### src/core/gating_pkg.sv
// Package: constants, register map and types of the deep-sleep gating and soft reset block
`default_nettype none

package gating_pkg;

  // ****************************************************************
  // Sizes
  // ****************************************************************
  localparam int unsigned ADDR_W = 12;
  localparam int unsigned NUM_UNITS = 10;
  localparam int unsigned NUM_RESETS = 3;
  localparam int unsigned IRQ_W = 2;

  // ****************************************************************
  // Register offsets
  // ****************************************************************
  localparam logic [11:0] SOFT_RESET_OFFSET = 12'h040;
  localparam logic [11:0] CLOCK_CONFIG_OFFSET = 12'h060;
  localparam logic [11:0] RUN_GATING_OFFSET = 12'h108;
  localparam logic [11:0] SLEEP_GATING_OFFSET = 12'h118;
  localparam logic [11:0] DEEP_SLEEP_OFFSET = 12'h128;
  localparam logic [11:0] IRQ_STATUS_OFFSET = 12'h150;
  localparam logic [11:0] IRQ_MASK_OFFSET = 12'h154;

  // ****************************************************************
  // Writable bits and reset values
  // ****************************************************************
  localparam logic [31:0] GATING_WRITE_MASK = 32'h0001_20FF;
  localparam logic [31:0] SOFT_RESET_WRITE_MASK = 32'h0001_0048;
  localparam logic [31:0] CLOCK_CONFIG_WRITE_MASK = 32'h0000_0001;
  localparam logic [31:0] REG_RESET_VALUE = 32'h0000_0000;

  // ****************************************************************
  // Field positions
  // ****************************************************************
  localparam int unsigned AUTO_GATE_POS = 0;
  localparam int unsigned USB_GATE_POS = 16;
  localparam int unsigned DMA_GATE_POS = 13;
  localparam int unsigned PORT_H_GATE_POS = 7;
  localparam int unsigned CONVERTER_RESET_POS = 16;
  localparam int unsigned HIBERNATE_RESET_POS = 6;
  localparam int unsigned WATCHDOG_RESET_POS = 3;
  localparam int unsigned IRQ_FAULT_POS = 0;
  localparam int unsigned IRQ_MASKED_WRITE_POS = 1;

  // Unit index to gate bit: ports A..H, then DMA, then USB
  localparam int unsigned UNIT_DMA = 8;
  localparam int unsigned UNIT_USB = 9;
  localparam int unsigned UNIT_GATE_POS [NUM_UNITS] =
    '{0, 1, 2, 3, 4, 5, 6, PORT_H_GATE_POS, DMA_GATE_POS, USB_GATE_POS};
  // Reset output index to soft reset bit: converter, hibernate, watchdog
  localparam int unsigned RESET_WATCHDOG = 2;
  localparam int unsigned RESET_BIT_POS [NUM_RESETS] =
    '{CONVERTER_RESET_POS, HIBERNATE_RESET_POS, WATCHDOG_RESET_POS};

  // ****************************************************************
  // Types
  // ****************************************************************
  // Operating state of the device
  typedef enum logic [1:0] {mode_run, mode_sleep, mode_deep} power_mode_type;

  // APB request from the master
  typedef struct packed {
    logic [ADDR_W-1:0] paddr;
    logic psel;
    logic penable;
    logic pwrite;
    logic [31:0] pwdata;
  } apb_req_type;

  // APB answer to the master
  typedef struct packed {
    logic [31:0] prdata;
    logic pready;
    logic pslverr;
  } apb_resp_type;

  // All state of the control block
  typedef struct packed {
    logic [31:0] run_gate;
    logic [31:0] sleep_gate;
    logic [31:0] deep_gate;
    logic [31:0] clock_config;
    logic [31:0] soft_reset;
    logic [IRQ_W-1:0] irq_status;
    logic [IRQ_W-1:0] irq_mask;
    power_mode_type mode;
    logic [NUM_UNITS-1:0] clk_en;
    logic [NUM_RESETS-1:0] unit_reset;
    logic irq;
    apb_resp_type resp;
  } ctrl_state_type;

  // All state of the fault checker
  typedef struct packed {
    logic [NUM_UNITS-1:0] fault;
    logic any;
  } fault_state_type;

  localparam ctrl_state_type CTRL_RESET_STATE = '0;
  localparam fault_state_type FAULT_RESET_STATE = '0;

endpackage

`default_nettype wire

### src/core/clock_reset_ctrl.sv
// Module: deep-sleep clock gating and software reset control with APB registers
//
// Register access over APB was left to the implementer.
`default_nettype none

module clock_reset_ctrl
(
  // Clock and reset
  input wire logic ref_clk,
  input wire logic reset,
  // Register bus
  input wire gating_pkg::apb_req_type apb_req,
  output var gating_pkg::apb_resp_type apb_resp,
  // Operating state from the power manager
  input wire logic sleep_mode,
  input wire logic deep_sleep_mode,
  // Device capability bits for the soft reset register
  input wire logic [31:0] capability_mask_reg,
  // Unit side
  input wire logic [gating_pkg::NUM_UNITS-1:0] unit_access,
  output logic [gating_pkg::NUM_UNITS-1:0] unit_clk_en,
  output logic [gating_pkg::NUM_UNITS-1:0] unit_fault,
  output logic [gating_pkg::NUM_RESETS-1:0] unit_reset,
  // Interrupt
  output logic irq
);

  // ****************************************************************
  // Declarations
  // ****************************************************************
  gating_pkg::ctrl_state_type s_q; // Registered state
  gating_pkg::ctrl_state_type s_d; // Next state
  logic auto_gate; // Low-power registers in use
  logic [31:0] sel_gate; // Gating register for the present state
  logic [gating_pkg::NUM_UNITS-1:0] sel_units; // Gate bits per unit
  logic [gating_pkg::NUM_RESETS-1:0] reset_bits; // Soft reset bits per unit
  logic any_fault; // Some unit refused an access
  logic setup_phase; // APB setup cycle
  logic write_done; // APB write completes at this edge
  logic addr_hit; // Address maps to a register
  logic [31:0] read_mux; // Read value of the addressed register
  logic [31:0] soft_wdata; // Soft reset write after capability masking
  logic masked_write; // Write tried to set an absent reset bit
  logic [gating_pkg::IRQ_W-1:0] irq_events; // Events this cycle
  logic [gating_pkg::IRQ_W-1:0] irq_clear; // Write-one-to-clear bits

  // ****************************************************************
  // Gating selection
  // ****************************************************************
  assign auto_gate = s_q.clock_config[gating_pkg::AUTO_GATE_POS];

  // Run register unless auto gating is on and a low-power state holds
  always_comb
  begin
    if (!auto_gate)
    begin
      sel_gate = s_q.run_gate;
    end
    else if (s_q.mode == gating_pkg::mode_deep)
    begin
      sel_gate = s_q.deep_gate;
    end
    else if (s_q.mode == gating_pkg::mode_sleep)
    begin
      sel_gate = s_q.sleep_gate;
    end
    else
    begin
      sel_gate = s_q.run_gate;
    end
  end

  // Pick each unit's gate bit and each reset bit
  for (genvar i = 0; i < gating_pkg::NUM_UNITS; i++)
  begin : g_gate
    assign sel_units[i] = sel_gate[gating_pkg::UNIT_GATE_POS[i]];
  end
  for (genvar j = 0; j < gating_pkg::NUM_RESETS; j++)
  begin : g_reset
    assign reset_bits[j] = s_q.soft_reset[gating_pkg::RESET_BIT_POS[j]];
  end

  // ****************************************************************
  // Bus decode
  // ****************************************************************
  assign setup_phase = apb_req.psel & ~apb_req.penable;
  // Writes land only at the completing edge of a mapped access
  assign write_done = apb_req.psel & apb_req.penable & apb_req.pwrite
    & s_q.resp.pready & ~s_q.resp.pslverr;
  // Absent units keep their reset bits clear
  assign soft_wdata = apb_req.pwdata & gating_pkg::SOFT_RESET_WRITE_MASK
    & capability_mask_reg;
  assign masked_write = write_done && (apb_req.paddr == gating_pkg::SOFT_RESET_OFFSET)
    && ((apb_req.pwdata & gating_pkg::SOFT_RESET_WRITE_MASK & ~capability_mask_reg) != '0);
  assign irq_clear = (write_done && (apb_req.paddr == gating_pkg::IRQ_STATUS_OFFSET)) ?
    apb_req.pwdata[gating_pkg::IRQ_W-1:0] : '0;

  // Read value; reserved bits stay zero since they are never stored
  always_comb
  begin
    addr_hit = 1'b1;
    read_mux = gating_pkg::REG_RESET_VALUE;
    case (apb_req.paddr)
      gating_pkg::SOFT_RESET_OFFSET: read_mux = s_q.soft_reset;
      gating_pkg::CLOCK_CONFIG_OFFSET: read_mux = s_q.clock_config;
      gating_pkg::RUN_GATING_OFFSET: read_mux = s_q.run_gate;
      gating_pkg::SLEEP_GATING_OFFSET: read_mux = s_q.sleep_gate;
      gating_pkg::DEEP_SLEEP_OFFSET: read_mux = s_q.deep_gate;
      gating_pkg::IRQ_STATUS_OFFSET: read_mux[gating_pkg::IRQ_W-1:0] = s_q.irq_status;
      gating_pkg::IRQ_MASK_OFFSET: read_mux[gating_pkg::IRQ_W-1:0] = s_q.irq_mask;
      default: addr_hit = 1'b0;
    endcase
  end

  // ****************************************************************
  // Next state
  // ****************************************************************
  always_comb
  begin
    s_d = s_q;
    irq_events = '0;
    // Operating state, deep sleep wins over sleep
    if (deep_sleep_mode)
    begin
      s_d.mode = gating_pkg::mode_deep;
    end
    else if (sleep_mode)
    begin
      s_d.mode = gating_pkg::mode_sleep;
    end
    else
    begin
      s_d.mode = gating_pkg::mode_run;
    end
    // Register writes, masked to the writable bits
    if (write_done)
    begin
      case (apb_req.paddr)
        gating_pkg::SOFT_RESET_OFFSET: s_d.soft_reset = soft_wdata;
        gating_pkg::CLOCK_CONFIG_OFFSET:
          s_d.clock_config = apb_req.pwdata & gating_pkg::CLOCK_CONFIG_WRITE_MASK;
        gating_pkg::RUN_GATING_OFFSET:
          s_d.run_gate = apb_req.pwdata & gating_pkg::GATING_WRITE_MASK;
        gating_pkg::SLEEP_GATING_OFFSET:
          s_d.sleep_gate = apb_req.pwdata & gating_pkg::GATING_WRITE_MASK;
        gating_pkg::DEEP_SLEEP_OFFSET:
          s_d.deep_gate = apb_req.pwdata & gating_pkg::GATING_WRITE_MASK;
        gating_pkg::IRQ_MASK_OFFSET:
          s_d.irq_mask = apb_req.pwdata[gating_pkg::IRQ_W-1:0];
        default: s_d.irq_mask = s_q.irq_mask;
      endcase
    end
    // Clock enables follow the selected gate bits
    s_d.clk_en = sel_units;
    // Reset outputs stay asserted while their bit is one
    s_d.unit_reset = reset_bits;
    // Sticky events; a new event beats a clear in the same cycle
    irq_events[gating_pkg::IRQ_FAULT_POS] = any_fault;
    irq_events[gating_pkg::IRQ_MASKED_WRITE_POS] = masked_write;
    s_d.irq_status = (s_q.irq_status & ~irq_clear) | irq_events;
    s_d.irq = |(s_d.irq_status & s_d.irq_mask);
    // Answer in the first access cycle; unmapped addresses error
    s_d.resp.pready = setup_phase;
    s_d.resp.pslverr = setup_phase & ~addr_hit;
    s_d.resp.prdata = setup_phase ? read_mux : '0;
  end

  // State register; every bit clears on reset
  always_ff @(posedge ref_clk)
  begin
    if (reset)
    begin
      s_q <= gating_pkg::CTRL_RESET_STATE;
    end
    else
    begin
      s_q <= s_d;
    end
  end

  // ****************************************************************
  // Fault checker and outputs
  // ****************************************************************
  gated_access_fault u_fault
  (
    .ref_clk(ref_clk),
    .reset(reset),
    .unit_access(unit_access),
    .clk_en(s_q.clk_en),
    .unit_fault(unit_fault),
    .any_fault(any_fault)
  );

  assign apb_resp = s_q.resp;
  assign unit_clk_en = s_q.clk_en;
  assign unit_reset = s_q.unit_reset;
  assign irq = s_q.irq;
endmodule // clock_reset_ctrl

`default_nettype wire

### src/core/gated_access_fault.sv
// Module: flags accesses that reach a unit whose clock is gated off
`default_nettype none

module gated_access_fault
(
  // Clock and reset
  input wire logic ref_clk,
  input wire logic reset,
  // Access strobes and present clock enables
  input wire logic [gating_pkg::NUM_UNITS-1:0] unit_access,
  input wire logic [gating_pkg::NUM_UNITS-1:0] clk_en,
  // Fault answers
  output logic [gating_pkg::NUM_UNITS-1:0] unit_fault,
  output logic any_fault
);

  // ****************************************************************
  // State
  // ****************************************************************
  gating_pkg::fault_state_type s_q; // Registered faults
  gating_pkg::fault_state_type s_d; // Next faults
  logic [gating_pkg::NUM_UNITS-1:0] hit; // Access to a stopped unit

  // One checker per unit
  for (genvar i = 0; i < gating_pkg::NUM_UNITS; i++)
  begin : g_unit
    assign hit[i] = unit_access[i] & ~clk_en[i];
  end

  // Next state: a one-cycle fault per refused access
  always_comb
  begin
    s_d = s_q;
    s_d.fault = hit;
    s_d.any = |hit;
  end

  // State register
  always_ff @(posedge ref_clk)
  begin
    if (reset)
    begin
      s_q <= gating_pkg::FAULT_RESET_STATE;
    end
    else
    begin
      s_q <= s_d;
    end
  end

  assign unit_fault = s_q.fault;
  assign any_fault = s_q.any;
endmodule // gated_access_fault

`default_nettype wire

### config.mk
export PLATFORM = sky130hd
export DESIGN_NAME = clock_reset_ctrl
export DESIGN_NICKNAME = d
export VERILOG_FILES = /design/src/core/gating_pkg.sv /design/src/core/clock_reset_ctrl.sv /design/src/core/gated_access_fault.sv
export SDC_FILE = /design/constraint.sdc
export NUM_CORES = 1
export LEC_CHECK = 0
export BUFFER_PORTS_ARGS = -buffer_cell sky130_fd_sc_hd__buf_2
export CORE_ASPECT_RATIO = 2
export CORE_UTILIZATION = 35
export DETAILED_ROUTE_END_ITERATION = 16
export SLEW_MARGIN = 15
export SYNTH_ARGS = -nofsm -noshare
export SYNTH_HDL_FRONTEND = slang
export SYNTH_SLANG_ARGS = --single-unit
### constraint.sdc
create_clock -name ref_clk -period 2.1 [get_ports ref_clk]
set_input_delay 0.42 -clock ref_clk [delete_from_list [all_inputs] [get_ports ref_clk]]
set_output_delay 0.42 -clock ref_clk [all_outputs]
set_load 0.01 [all_outputs]
; ---- Yosys cells after proc, flatten, opt, wreduce, memory -nomap -nowiden
; Cells that the tools add are included.
[word_totals]
elab_cells = 88
regBits = 128
out_inout_bits = 58
in_bits = 93
[classes]
reduce_logical = 14
mux = 11
eq_ne = 9
bitwise = 37
[op_table]
columns = cell, count
row1 = $pmux W30 S4, 1
row2 = $and A17 B32 Y32, 2
row3 = $eq A12 B9 Y1 const B, 5
row4 = $mux W17, 3
row5 = $not A32 Y32, 1
row6 = $reduce_bool A32 Y1, 1
row7 = $eq A12 B7 Y1 const B, 2
row8 = $and A1 B1 Y1, 16
row9 = $not A1 Y1, 14
row10 = $pmux W2 S7, 1
row11 = $reduce_and A2 Y1, 5
row12 = $reduce_or A10 Y1, 1
row13 = $mux W2, 4
row14 = $reduce_or A7 Y1, 1
row15 = $reduce_or A2 Y1, 3
row16 = $and A2 B2 Y2, 2
row17 = $logic_and A1 B1 Y1, 3
row18 = $eq A2 B1 Y1 const B, 1
row19 = $eq A2 B2 Y1 const B, 1
row20 = $mux W1, 2
row21 = $not A2 Y2, 1
row22 = $or A2 B2 Y2, 1

; ---- Longest topological paths before layout
[logic_depth]
depth_word = 11
depth_mapped = 6
mapped_depth_nobuf = 5

; ---- By module
; Synthesis repeated with hierarchy kept, for this count alone.
[hier_totals]
cells_unflattened = 385
area_unflattened_um2 = 3589.7
[modules_own_cells]
columns = mod, cells_each, instances, area_each_um2, seq_area_each_um2
row1 = clock_reset_ctrl, 349, 1, 3158.0, 1321.3
row2 = gated_access_fault, 36, 1, 431.7, 220.2

; ---- Least setup slack after synthesis
; Ideal clock, no wire load.
[synth_timing]
path_type = input to register
startpoint = input port apb_req[42] (netlist name)
endpoint = register s_q[186] (netlist name)
required_ps = 1971
setup_ps = 129
path_slack_ps = 299
t_arrival_ps = 1672
stages = 6
n_path_buf = 1
cell_sequence = nor4_4 -> nand4_4 -> or4_1 -> buf_6 -> nand2_1 -> a21oi_1
[synth_via]
elab_chain_cells = 2
[synth_rtl]
columns = item, line_no
row1 = start: declaration, clock_reset_ctrl.sv:12  ; input wire gating_pkg::apb_req_type apb_req,
row2 = $eq A12 B9 Y1, clock_reset_ctrl.sv:138  ; case (apb_req.paddr)
row3 = $reduce_and A2 Y1 (no line), --
row4 = end signal: assignment, clock_reset_ctrl.sv:173  ; s_q <= gating_pkg::CTRL_RESET_STATE;
row5 = end: declaration, clock_reset_ctrl.sv:31  ; gating_pkg::ctrl_state_type s_q;
; Every way passes these cells.
; A chain may end at the register's enable or synchronous reset.

; ---- Worst setup path in the final report
[layout_timing]
startpoint = register s_q (netlist bit apb_resp[0])
endpoint = register s_q (netlist bit reset_bits[1])
[layout_via]
elab_chain_cells = 3
[layout_rtl]
columns = item, line_no
row1 = $not A1 Y1, clock_reset_ctrl.sv:89  ; & s_q.resp.pready & ~s_q.resp.pslverr;
row2 = $and A1 B1 Y1, clock_reset_ctrl.sv:89
row3 = $reduce_and A2 Y1 (no line), --
; Every way passes these cells.

==> results_dict.tcl <==
set metrics [dict create \
    status "finished, final reports clean" \
    path_class "flop to flop" \
    hold_viol 0 \
    syn2layout_area_growth_pct 18.4 \
    maxCapViolCount 0 \
    synth_area_mm2 0.00363 \
    crit_buf_inv 1 \
    synth_top_family_by_area "simple AND/OR/NAND/NOR gates" \
    antenna_cells 0 \
    synth_compound_gate_area_share 0.121 \
    rows 52 \
    cts_post_setup_buffers_inserted 0 \
    synth_cell_types 44 \
    critPathTopFamily "simple AND/OR/NAND/NOR gates" \
    critical_path_required_ns 2.30 \
    drive_gt1_frac 0.254 \
    grt_max_degree 46 \
    drv_slew 0 \
    cp_max_fo 6 \
    whs_endpoint "s_q[48]" \
    first_iter_violations 117 \
    place_congestion 0.827 \
    combPwrFrac 0.066 \
    die_h_um 146 \
    synth_area_leaders "dfxtp_1, buf_4, nand2_1" \
    yosysTopAreaCell "dfxtp_1" \
    switching_share 0.212 \
    die-area_mm2 0.0108 \
    num-fill-cells 1042 \
    drt-total-wl_mm 8.97 \
    synth_edf_count 0 \
    setup_tns_ns 0 \
    post_dp_cell_area_mm2 0.00398 \
    grt_pass1_vias 2988 \
    yosys.area_share.adder 0 \
    ys_seq_area_frac 0.425 \
    ys.flop_type "dfxtp_1" \
    grt_setup_unrepaired "no" \
    dp.final_hpwl_mm 6.72 \
    fin_crit_sh 0.864 \
    min_from "deep_sleep_mode" \
    cts_inserted_buffers 9 \
    p_sw_mw 0.707 \
    ir_worst_vdd_uv 497 \
    fmax_mhz 551 \
    cpPeakStageDelay_ns 0.52 \
    avgSynthCellArea_um2 8.46 \
    synth-async-reset-ratio 0 \
    cts_tree "built" \
    nets 589 \
    synth-simple-area-share 0.245 \
    clk_latency_ns 0.33 \
    cts_root_buf "clkbuf_16" \
    worstHoldPathCells 2 \
    htree_levels 3 \
    crit_chain "and2b_2 -> nand4_2 -> buf_4 -> or4_1 -> nand2_1 -> a21oi_1" \
    drc 0 \
    final.min_clock_period_ns 1.81 \
    ant_nets 0 \
    clkPwrFrac 0.490 \
    hold_class "primary input to flop" \
    r2r_slack_ns 0.29 \
    synth_xor_area_frac 0 \
    r2r_cells 6 \
    ctsResizeCount 0 \
    avgViaCountPerCell 4.80 \
    grt_usage 0.173 \
    io_pins 151 \
    r2r-end "reset_bits[1]" \
    core_area_mm2 0.0101 \
    clk_pin_slew_worst_paths_ns 0.05 \
    final_area_mm2 0.00430 \
    endpoint_kind "flop" \
    antenna_found_initial 0 \
    r2r-start "apb_resp[0]" \
    synthCells 429 \
    cp-start-kind "flop" \
    p_per_area_mw_per_mm2 777 \
    synth_seq_cells 77 \
    stdcell_count 635 \
    start_util 0.360 \
    synth_top_area_share 0.425 \
    cp_slowest_cell "or4_1" \
    synthMuxAreaShare 0.0642 \
    worstPathArrival_ns 2.01 \
    grt_remaining_overflow 0 \
    post-place-cells 620 \
    grt_pass1_wl_mm 13.9 \
    clock_sinks 77 \
    cts_hold_buffers 0 \
    setup_viol 0 \
    die_x_um 74.0 \
    p_leak_nw 1.77 \
    clock_skew_ns 0.00552 \
    clockBufferDepth 2 \
    port_buffers 77 \
    layout_common_cells "dfxtp_1, buf_2, nand2_1" \
    p_seq_frac 0.444 \
    p_int_mw 2.63 \
    first_pass_iters 4 \
    wire_per_inst_um 14.1 \
    yosysWarnings 0 \
    vias 3048 \
]
## cells by family (layout without fill, tap and decap cells)
kind of cell           after synthesis  after routing
and+or+nand+nor                    172            172
buffers and inverters               81            131
DFF                                 77             77
AOI/OAI and AO/OA                   75             75
muxes                               23             23
other                                1             22
## registers in the layout (all words and copies together) (netlist names)
register,count
reset_bits,3
auto_gate,1
irq,1
s_q,36
apb_resp,12
unit_clk_en,10
u_fault.any_fault,1
unit_reset,3
u_fault.unit_fault,10
## layer usage
metal / track usage / wire length, um / share of wire
met5: 0 / 0 / 0
met3: 0.0388 / 442 / 0.049
met2: 0.316 / 4900 / 0.55
met4: 0.115 / 459 / 0.051
met1: 0.163 / 3170 / 0.35
## layout make-up
class | instances | area, um2 | share of cell area
clock buffer | 12 | 246 | 0.0574
tap | 135 | 169 | 0.0393
clock inverter | 3 | 68.8 | 0.0160
timing repair buffer | 99 | 563 | 0.131
multi-input combinational | 292 | 1640 | 0.382
sequential | 77 | 1540 | 0.359
inverter | 17 | 63.8 | 0.0149
## power by group through the flow
stage / logic [mW] / registers (mW) / clock network [mW]
2_1_floorplan: 0.145 / 1.52 / 0
3_3_place_gp: 0.217 / 1.51 / 0
3_5_place_dp: 0.220 / 1.51 / 0
4_1_cts: 0.221 / 1.48 / 1.68
5_1_grt: 0.240 / 1.48 / 1.74
6_report: 0.220 / 1.48 / 1.64
## how the worst max path moves through the flow
stage	start	end	slack, ns	cells past startpoint
floorplan	apb_req[42]	s_q[186]	0.30	6
detailed placement	apb_req[42]	s_q[163]	0.02	6
global route	apb_resp[0]	irq	0.15	6
finish	apb_resp[0]	reset_bits[1]	0.29	6
CTS	apb_resp[0]	reset_bits[1]	0.28	6
global placement	apb_req[42]	s_q[157]	0.05	6
## per-stage QoR
step	utilization	total power, mW	setup slack [ns]	hold WS [ns]
after floorplan	-	1.66	0.299	0.413
after global placement	0.395	1.73	0.0520	0.431
after detailed placement	0.395	1.73	0.0207	0.442
after CTS	0.426	3.38	0.276	0.259
after global routing	0.426	3.46	0.146	0.263
final	0.426	3.34	0.287	0.268
## cells in the mapped netlist (3+ instances only)
| cell type | number |
|---|---|
| a21oi_1 | 51 |
| a22oi_1 | 7 |
| buf_2 | 5 |
| buf_4 | 47 |
| buf_6 | 3 |
| clkbuf_1 | 5 |
| dfxtp_1 | 77 |
| inv_1 | 17 |
| mux2i_1 | 21 |
| nand2_1 | 69 |
| nand2b_1 | 3 |
| nand3_1 | 4 |
| nand4_1 | 3 |
| nor2_1 | 41 |
| nor2b_1 | 17 |
| nor3_1 | 10 |
| nor3b_1 | 4 |
| nor4_1 | 3 |
| o22ai_1 | 5 |
Power figures use the tool's default switching activity.
